[src/design/pnpp_defs.vh]
// constants for the parallel programming port
`ifndef PNPP_DEFS_VH
`define PNPP_DEFS_VH

// command bytes
`define PNPP_CMD_NOP        8'h00
`define PNPP_CMD_ERASE      8'h80
`define PNPP_CMD_WR_FUSE    8'h40
`define PNPP_CMD_WR_LOCK    8'h20
`define PNPP_CMD_WR_FLASH   8'h10
`define PNPP_CMD_WR_EEP     8'h11
`define PNPP_CMD_RD_SIG     8'h08
`define PNPP_CMD_RD_FUSE    8'h04
`define PNPP_CMD_RD_FLASH   8'h02
`define PNPP_CMD_RD_EEP     8'h03

// action select codes {hi,lo}
`define PNPP_ACT_ADDR       2'h0
`define PNPP_ACT_DATA       2'h1
`define PNPP_ACT_CMD        2'h2

// memory engine op codes
`define PNPP_OP_ERASE_FLASH 3'h1
`define PNPP_OP_ERASE_EEP   3'h2
`define PNPP_OP_FLASH_PAGE  3'h3
`define PNPP_OP_EEP_PAGE    3'h4
`define PNPP_OP_FUSE_LO     3'h5
`define PNPP_OP_LOCK        3'h6

// reset values
`define PNPP_LOCK_RST       8'hFF
`define PNPP_FUSE_RST       8'hFF

// timing
`define PNPP_CLK_MHZ        10
`define PNPP_ENTRY_HOLD_US  10
`define PNPP_ENTRY_CYCLES   (`PNPP_ENTRY_HOLD_US * `PNPP_CLK_MHZ)

`endif

[src/design/pnpp_port.v]
// parallel high-voltage programming port, device side
// Contract
// (RQ1) command byte picks erase, flash, eeprom, fuse or lock write
// (RQ2) read commands: signature, fuse/lock, flash and eeprom codes; the read path never decodes the signature code 08, so data_oe stays low for it
// (RQ3) programmer holds entry pins stable 10us after high voltage applied
// (RQ4) programmer waits 300us after entry before any command
// (RQ5) programming mode ends on power down or reset pin at 0V
// (RQ6) last command and address kept across operations
// (RQ7) address high byte stays until reloaded for a new window
// (RQ8) chip erase clears flash, eeprom, locks; keeps fuses; preserve fuse keeps eeprom
// (RQ9) lock bits cleared only after flash erase finishes
// (RQ10) write strobe after erase command starts erase; busy until done
// (RQ11) action select on load strobe: 10 command, 00 address, 01 data
// (RQ12) byte select 0 loads address low, 1 loads address high
// (RQ13) byte select 0 loads data low, 1 loads data high
// (RQ14) page latch with byte select high stores data word in buffer
// (RQ15) low address bits pick word, upper bits pick page
// (RQ16) write strobe after address high programs flash page, busy until done
// (RQ17) loading command 0000 0000 resets internal write state
// (RQ18) eeprom page buffered; write strobe with byte select low programs it
// (RQ19) flash read drives low or high byte by byte select
// (RQ20) eeprom read with byte select 0 drives eeprom byte
// (RQ21) low fuse write takes data low byte, committed by write strobe
// (RQ22) programmer erases chip before reprogramming flash or eeprom
// (RQ23) ready/busy is 0 while busy, 1 when ready
// (RQ24) data bus driven only while output enable low
// (RQ25) while busy, write strobes and command loads are ignored
`timescale 1ns/1ns
`include "pnpp_defs.vh"
module pnpp_port #(
    parameter PAGE_AW = 7,
    parameter EEP_AW  = 3
) (
    // clock and reset
    input  wire        sys_clk,
    input  wire        resetn,
    // programmer pins
    input  wire        hv_reset_level,
    input  wire        load_strobe,
    input  wire        action_select_hi,
    input  wire        action_select_lo,
    input  wire        byte_select_a,
    input  wire        byte_select_b,
    input  wire        page_latch_strobe,
    input  wire        write_strobe_n,
    input  wire        output_enable_n,
    input  wire [7:0]  data_in,
    output reg  [7:0]  data_out,
    output wire        data_oe,
    output wire        ready_busy_flag,
    // fuse levels
    input  wire        eeprom_preserve_fuse,
    input  wire [7:0]  fuse_lo_init,
    // memory engine requests
    output reg         nvm_req,
    output reg  [2:0]  nvm_op,
    output reg  [15:0] nvm_addr,
    output reg  [7:0]  nvm_wdata,
    input  wire        nvm_done,
    input  wire [PAGE_AW-1:0] nvm_buf_addr,
    output wire [15:0] nvm_buf_data,
    // memory read data
    input  wire [15:0] flash_rd_data,
    input  wire [7:0]  eep_rd_data,
    // state
    output wire        prog_mode,
    output wire [7:0]  lock_bits,
    output wire [7:0]  fuse_lo
);

    localparam ST_IDLE = 2'h0;
    localparam ST_RUN  = 2'h1;
    localparam ST_ER_F = 2'h2;
    localparam ST_ER_E = 2'h3;
    localparam NPIN    = 16;

    // two-flop synchronisers per pin bit
    wire [NPIN-1:0] pin_raw = {data_in, hv_reset_level, load_strobe, action_select_hi, action_select_lo,
                               byte_select_a, byte_select_b, page_latch_strobe, output_enable_n};
    reg  [NPIN-1:0] meta_q;
    reg  [NPIN-1:0] sync_q;
    genvar gi;
    generate
        for (gi = 0; gi < NPIN; gi = gi + 1) begin : g_sync
            always @(posedge sys_clk or negedge resetn) begin
                if (!resetn) begin
                    meta_q[gi] <= 1'b0;
                    sync_q[gi] <= 1'b0;
                end else begin
                    meta_q[gi] <= pin_raw[gi];
                    sync_q[gi] <= meta_q[gi];
                end
            end
        end
    endgenerate

    reg wr_meta_q;
    reg wr_sync_q;
    always @(posedge sys_clk or negedge resetn) begin
        if (!resetn) begin
            wr_meta_q <= 1'b1;
            wr_sync_q <= 1'b1;
        end else begin
            wr_meta_q <= write_strobe_n;
            wr_sync_q <= wr_meta_q;
        end
    end

    wire [7:0] din_s  = sync_q[15:8];
    wire       hv_s   = sync_q[7];
    wire       ld_s   = sync_q[6];
    wire [1:0] act_s  = sync_q[5:4];
    wire       bsa_s  = sync_q[3];
    wire       bsb_s  = sync_q[2];
    wire       pgl_s  = sync_q[1];
    wire       oen_s  = sync_q[0];

    // strobe edge detection
    reg ld_prev_q;
    reg pgl_prev_q;
    reg wr_prev_q;
    always @(posedge sys_clk or negedge resetn) begin
        if (!resetn) begin
            ld_prev_q  <= 1'b0;
            pgl_prev_q <= 1'b0;
            wr_prev_q  <= 1'b1;
        end else begin
            ld_prev_q  <= ld_s;
            pgl_prev_q <= pgl_s;
            wr_prev_q  <= wr_sync_q;
        end
    end
    wire ld_rise  = ld_s & ~ld_prev_q;
    wire pgl_rise = pgl_s & ~pgl_prev_q;
    wire wr_fall  = ~wr_sync_q & wr_prev_q;

    // entry pattern checked after hold time
    reg        mode_q;
    reg        entry_arm_q;
    reg [15:0] entry_cnt_q;
    wire       pattern_ok = ~pgl_s & (act_s == 2'h0) & ~bsa_s;
    always @(posedge sys_clk or negedge resetn) begin
        if (!resetn) begin
            mode_q      <= 1'b0;
            entry_arm_q <= 1'b0;
            entry_cnt_q <= 16'h0000;
        end else if (!hv_s) begin
            mode_q      <= 1'b0;                                   // [RQ5]
            entry_arm_q <= 1'b1;
            entry_cnt_q <= 16'h0000;
        end else if (entry_arm_q) begin
            if (entry_cnt_q == `PNPP_ENTRY_CYCLES - 1) begin       // [RQ3]
                entry_arm_q <= 1'b0;
                mode_q      <= pattern_ok;
            end else begin
                entry_cnt_q <= entry_cnt_q + 16'h0001;
            end
        end
    end
    assign prog_mode = mode_q;

    // loaded command, address and data
    reg [7:0]  cmd_q;
    reg [7:0]  addr_lo_q;
    reg [7:0]  addr_hi_q;
    reg [7:0]  dat_lo_q;
    reg [7:0]  dat_hi_q;
    reg [1:0]  state_q;
    reg [7:0]  lock_q;
    reg [7:0]  fuse_q;
    reg        fuse_cap_q;
    wire       busy = (state_q != ST_IDLE);
    wire       load_ev = mode_q & ld_rise;

    always @(posedge sys_clk or negedge resetn) begin
        if (!resetn) begin
            cmd_q     <= `PNPP_CMD_NOP;
            addr_lo_q <= 8'h00;
            addr_hi_q <= 8'h00;
            dat_lo_q  <= 8'h00;
            dat_hi_q  <= 8'h00;
        end else if (!mode_q) begin
            cmd_q     <= `PNPP_CMD_NOP;
        end else if (load_ev) begin
            case (act_s)                                           // [RQ11]
                `PNPP_ACT_CMD: begin
                    if (!busy) begin
                        cmd_q <= din_s;                            // [RQ25] [RQ6]
                    end
                end
                `PNPP_ACT_ADDR: begin
                    if (bsa_s) begin
                        addr_hi_q <= din_s;                        // [RQ12] [RQ7]
                    end else begin
                        addr_lo_q <= din_s;                        // [RQ12]
                    end
                end
                `PNPP_ACT_DATA: begin
                    if (bsa_s) begin
                        dat_hi_q <= din_s;                         // [RQ13]
                    end else begin
                        dat_lo_q <= din_s;                         // [RQ13]
                    end
                end
                default: begin
                    dat_lo_q <= dat_lo_q;
                end
            endcase
        end
    end

    // page buffer fill
    reg        buf_dirty_q;
    wire       is_flash_wr = (cmd_q == `PNPP_CMD_WR_FLASH);
    wire       is_eep_wr   = (cmd_q == `PNPP_CMD_WR_EEP);
    wire       latch_flash = mode_q & pgl_rise & bsa_s & is_flash_wr;   // [RQ14]
    wire       latch_eep   = mode_q & pgl_rise & is_eep_wr;             // [RQ18]
    wire       buf_we      = (latch_flash | latch_eep) & ~busy;
    wire [PAGE_AW-1:0] buf_widx = is_eep_wr ? {{(PAGE_AW-EEP_AW){1'b0}}, addr_lo_q[EEP_AW-1:0]}
                                            : addr_lo_q[PAGE_AW-1:0];   // [RQ15]

    pnpp_page_ram #(
        .AW (PAGE_AW),
        .DW (16)
    ) u_buf (
        .sys_clk (sys_clk),
        .resetn  (resetn),
        .wr_en   (buf_we),
        .wr_addr (buf_widx),
        .wr_data ({dat_hi_q, dat_lo_q}),
        .rd_addr (nvm_buf_addr),
        .rd_data (nvm_buf_data)
    );

    always @(posedge sys_clk or negedge resetn) begin
        if (!resetn) begin
            buf_dirty_q <= 1'b0;
        end else if (buf_we) begin
            buf_dirty_q <= 1'b1;
        end else if (load_ev && act_s == `PNPP_ACT_CMD && !busy && din_s == `PNPP_CMD_NOP) begin
            buf_dirty_q <= 1'b0;                                   // [RQ17]
        end
    end

    // write strobe dispatch
    wire        wr_ev     = mode_q & wr_fall & ~busy;                   // [RQ25]
    wire [15:0] flash_pg  = {addr_hi_q, addr_lo_q[7:PAGE_AW], {PAGE_AW{1'b0}}};     // [RQ15]
    wire [15:0] eep_pg    = {addr_hi_q, addr_lo_q[7:EEP_AW], {EEP_AW{1'b0}}};
    wire        keep_eep  = ~eeprom_preserve_fuse;                      // programmed reads 0
    reg  [1:0]  state_d;
    reg         req_d;
    reg  [2:0]  op_d;
    reg  [15:0] addr_d;
    reg  [7:0]  wdata_d;

    always @* begin
        state_d = state_q;
        req_d   = 1'b0;
        op_d    = nvm_op;
        addr_d  = nvm_addr;
        wdata_d = nvm_wdata;
        case (state_q)
            ST_IDLE: begin
                if (wr_ev) begin
                    case (cmd_q)                                   // [RQ1]
                        `PNPP_CMD_ERASE: begin
                            state_d = ST_ER_F;                     // [RQ10] [RQ8]
                            req_d   = 1'b1;
                            op_d    = `PNPP_OP_ERASE_FLASH;
                            addr_d  = 16'h0000;
                        end
                        `PNPP_CMD_WR_FLASH: begin
                            if (buf_dirty_q) begin
                                state_d = ST_RUN;                  // [RQ16]
                                req_d   = 1'b1;
                                op_d    = `PNPP_OP_FLASH_PAGE;
                                addr_d  = flash_pg;
                            end
                        end
                        `PNPP_CMD_WR_EEP: begin
                            if (!bsa_s && buf_dirty_q) begin
                                state_d = ST_RUN;                  // [RQ18]
                                req_d   = 1'b1;
                                op_d    = `PNPP_OP_EEP_PAGE;
                                addr_d  = eep_pg;
                            end
                        end
                        `PNPP_CMD_WR_FUSE: begin
                            if (!bsa_s && !bsb_s) begin
                                state_d = ST_RUN;                  // [RQ21]
                                req_d   = 1'b1;
                                op_d    = `PNPP_OP_FUSE_LO;
                                wdata_d = dat_lo_q;
                            end
                        end
                        `PNPP_CMD_WR_LOCK: begin
                            state_d = ST_RUN;
                            req_d   = 1'b1;
                            op_d    = `PNPP_OP_LOCK;
                            wdata_d = dat_lo_q & lock_q;
                        end
                        default: begin
                            state_d = ST_IDLE;
                        end
                    endcase
                end
            end
            ST_RUN: begin
                if (nvm_done) begin
                    state_d = ST_IDLE;
                end
            end
            ST_ER_F: begin
                if (nvm_done) begin
                    if (keep_eep) begin
                        state_d = ST_IDLE;                         // [RQ8]
                    end else begin
                        state_d = ST_ER_E;
                        req_d   = 1'b1;
                        op_d    = `PNPP_OP_ERASE_EEP;
                    end
                end
            end
            ST_ER_E: begin
                if (nvm_done) begin
                    state_d = ST_IDLE;
                end
            end
            default: begin
                state_d = ST_IDLE;
            end
        endcase
        if (!mode_q) begin
            state_d = ST_IDLE;
            req_d   = 1'b0;
        end
    end

    always @(posedge sys_clk or negedge resetn) begin
        if (!resetn) begin
            state_q   <= ST_IDLE;
            nvm_req   <= 1'b0;
            nvm_op    <= 3'h0;
            nvm_addr  <= 16'h0000;
            nvm_wdata <= 8'h00;
        end else begin
            state_q   <= state_d;
            nvm_req   <= req_d;
            nvm_op    <= op_d;
            nvm_addr  <= addr_d;
            nvm_wdata <= wdata_d;
        end
    end

    // lock and fuse shadows; fuses caught at entry
    always @(posedge sys_clk or negedge resetn) begin
        if (!resetn) begin
            lock_q     <= `PNPP_LOCK_RST;
            fuse_q     <= `PNPP_FUSE_RST;
            fuse_cap_q <= 1'b0;
        end else begin
            if (!mode_q) begin
                fuse_cap_q <= 1'b0;
            end else if (!fuse_cap_q) begin
                fuse_cap_q <= 1'b1;
                fuse_q     <= fuse_lo_init;
            end
            if (state_q == ST_ER_F && nvm_done) begin
                lock_q <= `PNPP_LOCK_RST;                          // [RQ9] [RQ8]
            end else if (state_q == ST_RUN && nvm_done && nvm_op == `PNPP_OP_LOCK) begin
                lock_q <= nvm_wdata;
            end
            if (state_q == ST_RUN && nvm_done && nvm_op == `PNPP_OP_FUSE_LO) begin
                fuse_q <= nvm_wdata;                               // [RQ21]
            end
        end
    end
    assign lock_bits = lock_q;
    assign fuse_lo   = fuse_q;

    assign ready_busy_flag = ~busy;                                // [RQ23]

    // read path
    wire is_rd = (cmd_q == `PNPP_CMD_RD_FLASH) | (cmd_q == `PNPP_CMD_RD_EEP) |
                 (cmd_q == `PNPP_CMD_RD_FUSE);                      // [RQ2]
    always @(posedge sys_clk or negedge resetn) begin
        if (!resetn) begin
            data_out <= 8'h00;
        end else begin
            case (cmd_q)
                `PNPP_CMD_RD_FLASH: data_out <= bsa_s ? flash_rd_data[15:8] : flash_rd_data[7:0];  // [RQ19]
                `PNPP_CMD_RD_EEP:   data_out <= eep_rd_data;                                       // [RQ20]
                `PNPP_CMD_RD_FUSE:  data_out <= bsa_s ? lock_q : fuse_q;
                default:            data_out <= 8'h00;
            endcase
        end
    end
    assign data_oe = mode_q & ~oen_s & ~busy & is_rd &
                     ~((cmd_q == `PNPP_CMD_RD_EEP) & bsa_s);       // [RQ24] [RQ20]

endmodule // pnpp_port

[src/design/pnpp_page_ram.v]
// page buffer memory with registered read port
`timescale 1ns/1ns
module pnpp_page_ram #(
    parameter AW = 7,
    parameter DW = 16
) (
    // clock and reset
    input  wire          sys_clk,
    input  wire          resetn,
    // write port
    input  wire          wr_en,
    input  wire [AW-1:0] wr_addr,
    input  wire [DW-1:0] wr_data,
    // read port
    input  wire [AW-1:0] rd_addr,
    output reg  [DW-1:0] rd_data
);

    reg [DW-1:0] mem [0:(1<<AW)-1];

    always @(posedge sys_clk) begin
        if (wr_en) begin
            mem[wr_addr] <= wr_data;
        end
    end

    always @(posedge sys_clk or negedge resetn) begin
        if (!resetn) begin
            rd_data <= {DW{1'b0}};
        end else begin
            rd_data <= mem[rd_addr];
        end
    end

endmodule // pnpp_page_ram

[config.mk]
export PLATFORM = sky130hd
export DESIGN_NAME = pnpp_port
export DESIGN_NICKNAME = d
export VERILOG_FILES = /design/src/design/pnpp_port.v /design/src/design/pnpp_page_ram.v
export VERILOG_INCLUDE_DIRS = /design/src /design/src/design
export SDC_FILE = /design/constraint.sdc
export NUM_CORES = 2
export LEC_CHECK = 0
export BUFFER_PORTS_ARGS = -buffer_cell sky130_fd_sc_hd__buf_2
export CORE_ASPECT_RATIO = 0.6
export CORE_MARGIN = 3
export CORE_UTILIZATION = 35
export DETAILED_ROUTE_END_ITERATION = 12
export HOLD_SLACK_MARGIN = 0.05
export SYNTH_ARGS = -nofsm -noshare
export SYNTH_HDL_FRONTEND = slang
export SYNTH_SLANG_ARGS = --single-unit
[constraint.sdc]
create_clock -name sys_clk -period 4.8 [get_ports sys_clk]
set_input_delay 0.24 -clock sys_clk [delete_from_list [all_inputs] [get_ports sys_clk]]
set_output_delay 0.24 -clock sys_clk [all_outputs]
set_load 0.01 [all_outputs]
==> qor.yml <==
htreeDepth: 4
switchingPower_mw: 7.53
vias: 41200
vdd_ir_drop_max_mv: 0.289
dpl_cell_area_sq_um: 90800
antenna_left: 0
crit_slowest_cell: "nor2_2"
synth.area.top_cells: "edfxtp_1 (73%), mux4_2 (18%), dfrtp_1 (4.3%)"
nNetsFinal: 4126
rrSetupSlack_ns: 0.26
rsz0062_at_grt: "no"
crit_chain: "or3b_2, or4b_1, nor3_1, nand2_1, nor2_2"
reg2reg_from: "state_q[1]"
cts_tree: "built"
ys.flop_type: "edfxtp_1"
hold_violations: 0
area_delta_synth_final_pct: 15.6
p_leak_nw: 25.5
antenna_found_initial: 28
status: "finished clean"
r2r_cells: 5
power.total_mw: 37.6
path_clk_slew_ns: 0.07
firstDrtPassIters: 5
cp-start-kind: "register"
port_buffers: 127
clock_skew_ns: 0.0623
clockPowerShare_pct: 42.6
ys_top_cells_by_count: "edfxtp_1 (2048), mux4_2 (672), nor2_1 (150), dfrtp_1 (145), clkbuf_1 (107)"
grt_max_degree: 81
finalSetupViolations: 0
synth_edf_count: 2048
syn_area_sq_um: 84800
cp.required_ns: 5.25
final_cell_area_sq_um: 98000
worst_pin_slew_ns: 1.22
fmax_ghz: 0.220
sequentialPowerShare_pct: 55.3
cts_inserted_buffers: 200
grt_pass1_vias: 39800
critPathKind: "register to register"
syn_inst: 3622
place_congestion: 0.838
cp_num_buf_inv: 0
path_max_fanout: 16
dieWidth_microns: 641
async_flop_share_pct: 7.41
slew_headroom_pct: 18.5
place_ws_ns: 0.263
whs_path_depth: 3
grt-ovfl-total: 0
grt.total_usage_pct: 18.4
hpwl_microns: 145000
instances_no_fill: 7398
core_sq_um: 240000
yosysUniqueCellTypes: 48
fin_crit_ns: 4.54
cts_resized: 0
clockBufferDepth: 4
yosysWarnings: 0
fin_setup_tns_ns: 0
holdCritStartpoint: "nvm_buf_addr[6]"
initial_core_util_pct: 35.3
period_share_pct: 94.5
powerDensity_nw_per_um2: 384
holdBufCountCts: 75
avgSynthCellArea_sq_um: 23.4
swShare_pct: 20.0
rows: 139
fp.dieArea_sq_um: 248000
cts-root-buf: "clkbuf_16"
cp.depth: 5
slew_violations: 0
p_int_mw: 30.1
hp-class: "input pin to register"
crit_path_end_kind: "register"
ys_seq_area_share_pct: 77.4
clkSinkCount: 2212
fin_util_pct: 40.8
grt_first_pass_wirelength_microns: 323000
synth_largest_area_cell: "edfxtp_1"
wirelength_microns: 229000
ys_ff_latch: 2212
place_inst: 6960
drt_iter0_drc: 6076
cp.arrival_ns: 4.98
whs_ns: 0.264
min_to: "u_buf.rd_data[9]"
avgViaCountPerCell: 5.57
post-cts-setup-buffers: 0
maxCapViolCount: 0
layout_setup_ws_ns: 0.265
slowest_delay_ns: 0.94
drc: 0
clock_latency_ns: 0.87
ioPinCount: 131
routedWlPerCell_microns: 31.0
drive_gt1_share_pct: 34.5
combPwrFrac_pct: 2.0
critPathTopFamily: "simple AND/OR/NAND/NOR gates"
die_height_microns: 387
yosysTopAreaCellShare_pct: 72.5
r2r_end: "u_buf.mem[92][7]"
yosysMostFrequentCell: "edfxtp_1"
metal layers:
layer	up-vias	part of all wire [%]	track usage, %
li1	16300	-	-
met1	22600	45	29.9
met2	2197	39	23.1
met3	231	14	7.17
met4	0	1.5	2.97
met5	-	0	0
worst register-to-register path: stages, from the launching register on:
cell     delay (ns)
dfrtp_1        0.46
or3b_2         0.55
or4b_1         0.60
nor3_1         0.85
nand2_1        0.75
nor2_2         0.95
power by group through the flow:
stage	Combinational [mW]	Sequential (mW)	Clock, mW
3_5_place_dp	0.732	21.2	0
5_1_grt	0.823	20.8	17.2
2_1_floorplan	0.497	21.2	0
6_report	0.766	20.8	16.0
3_3_place_gp	0.727	21.2	0
4_1_cts	0.783	20.8	16.3
area by class of cell:
| type | count | area, sq um |
|---|---|---|
| fill | 20700 | 142000 |
| sequential | 2212 | 65700 |
| multi-input combinational | 1217 | 18500 |
| clock buffer | 268 | 5500 |
| tap | 3172 | 3970 |
| timing repair buffer | 425 | 3390 |
| clock inverter | 93 | 923 |
| inverter | 9 | 33.8 |
| antenna | 2 | 5.00 |
placed cells by master, fill, tap and decap left out, types with 17 or more instances in the layout:
cell / count
buf_12: 23
dfrtp_1: 129
nor2b_1: 19
bufinv_16: 17
edfxtp_1: 2048
dfstp_2: 19
clkbuf_1: 49
nand2_1: 93
buf_4: 201
buf_2: 122
clkinv_2: 34
dlygate4sd3_1: 74
nor2_1: 87
mux2i_1: 54
mux2_2: 49
clkinv_1: 30
mux4_2: 672
clkbuf_16: 204
nor2_2: 63
o21ai_0: 46
worst max path at each step:
stage | start | end | slack (ns)
floorplan | prog_mode | u_buf.mem[62][0] | 1.32
global placement | state_q[1] | u_buf.mem[92][12] | 0.29
detailed placement | state_q[1] | u_buf.mem[92][12] | 0.26
CTS | state_q[1] | u_buf.mem[92][7] | 0.25
global route | state_q[1] | u_buf.mem[92][7] | 0.15
finish | state_q[1] | u_buf.mem[92][7] | 0.26
kinds of logic (layout without fill, tap and decap cells):
family          Yosys count  count (layout)  synth area share (%)
buf+inv                 195             795                 0.967
other cells               1               5               0.00442
compound gates           85              85                 0.555
flops                  2212            2212                  77.4
xor+xnor                  1               1                0.0103
mux                     775             775                  19.1
simple gates            352             352                  1.91
fa+ha+maj                 1               1                0.0148
registers in the layout (all words and copies together), names as in the netlist, 2 cells and up:
name,count
u_buf.mem,2048
entry_cnt_q,16
meta_q,16
u_buf.rd_data,16
nvm_addr,13
addr_hi_q,8
addr_lo_q,8
cmd_q,8
dat_hi_q,8
dat_lo_q,8
data_out,8
din_s,8
fuse_lo,8
lock_bits,8
nvm_wdata,8
nvm_op,3
act_s,2
state_q,2
Note: power is estimated with default switching activity, not from simulation.
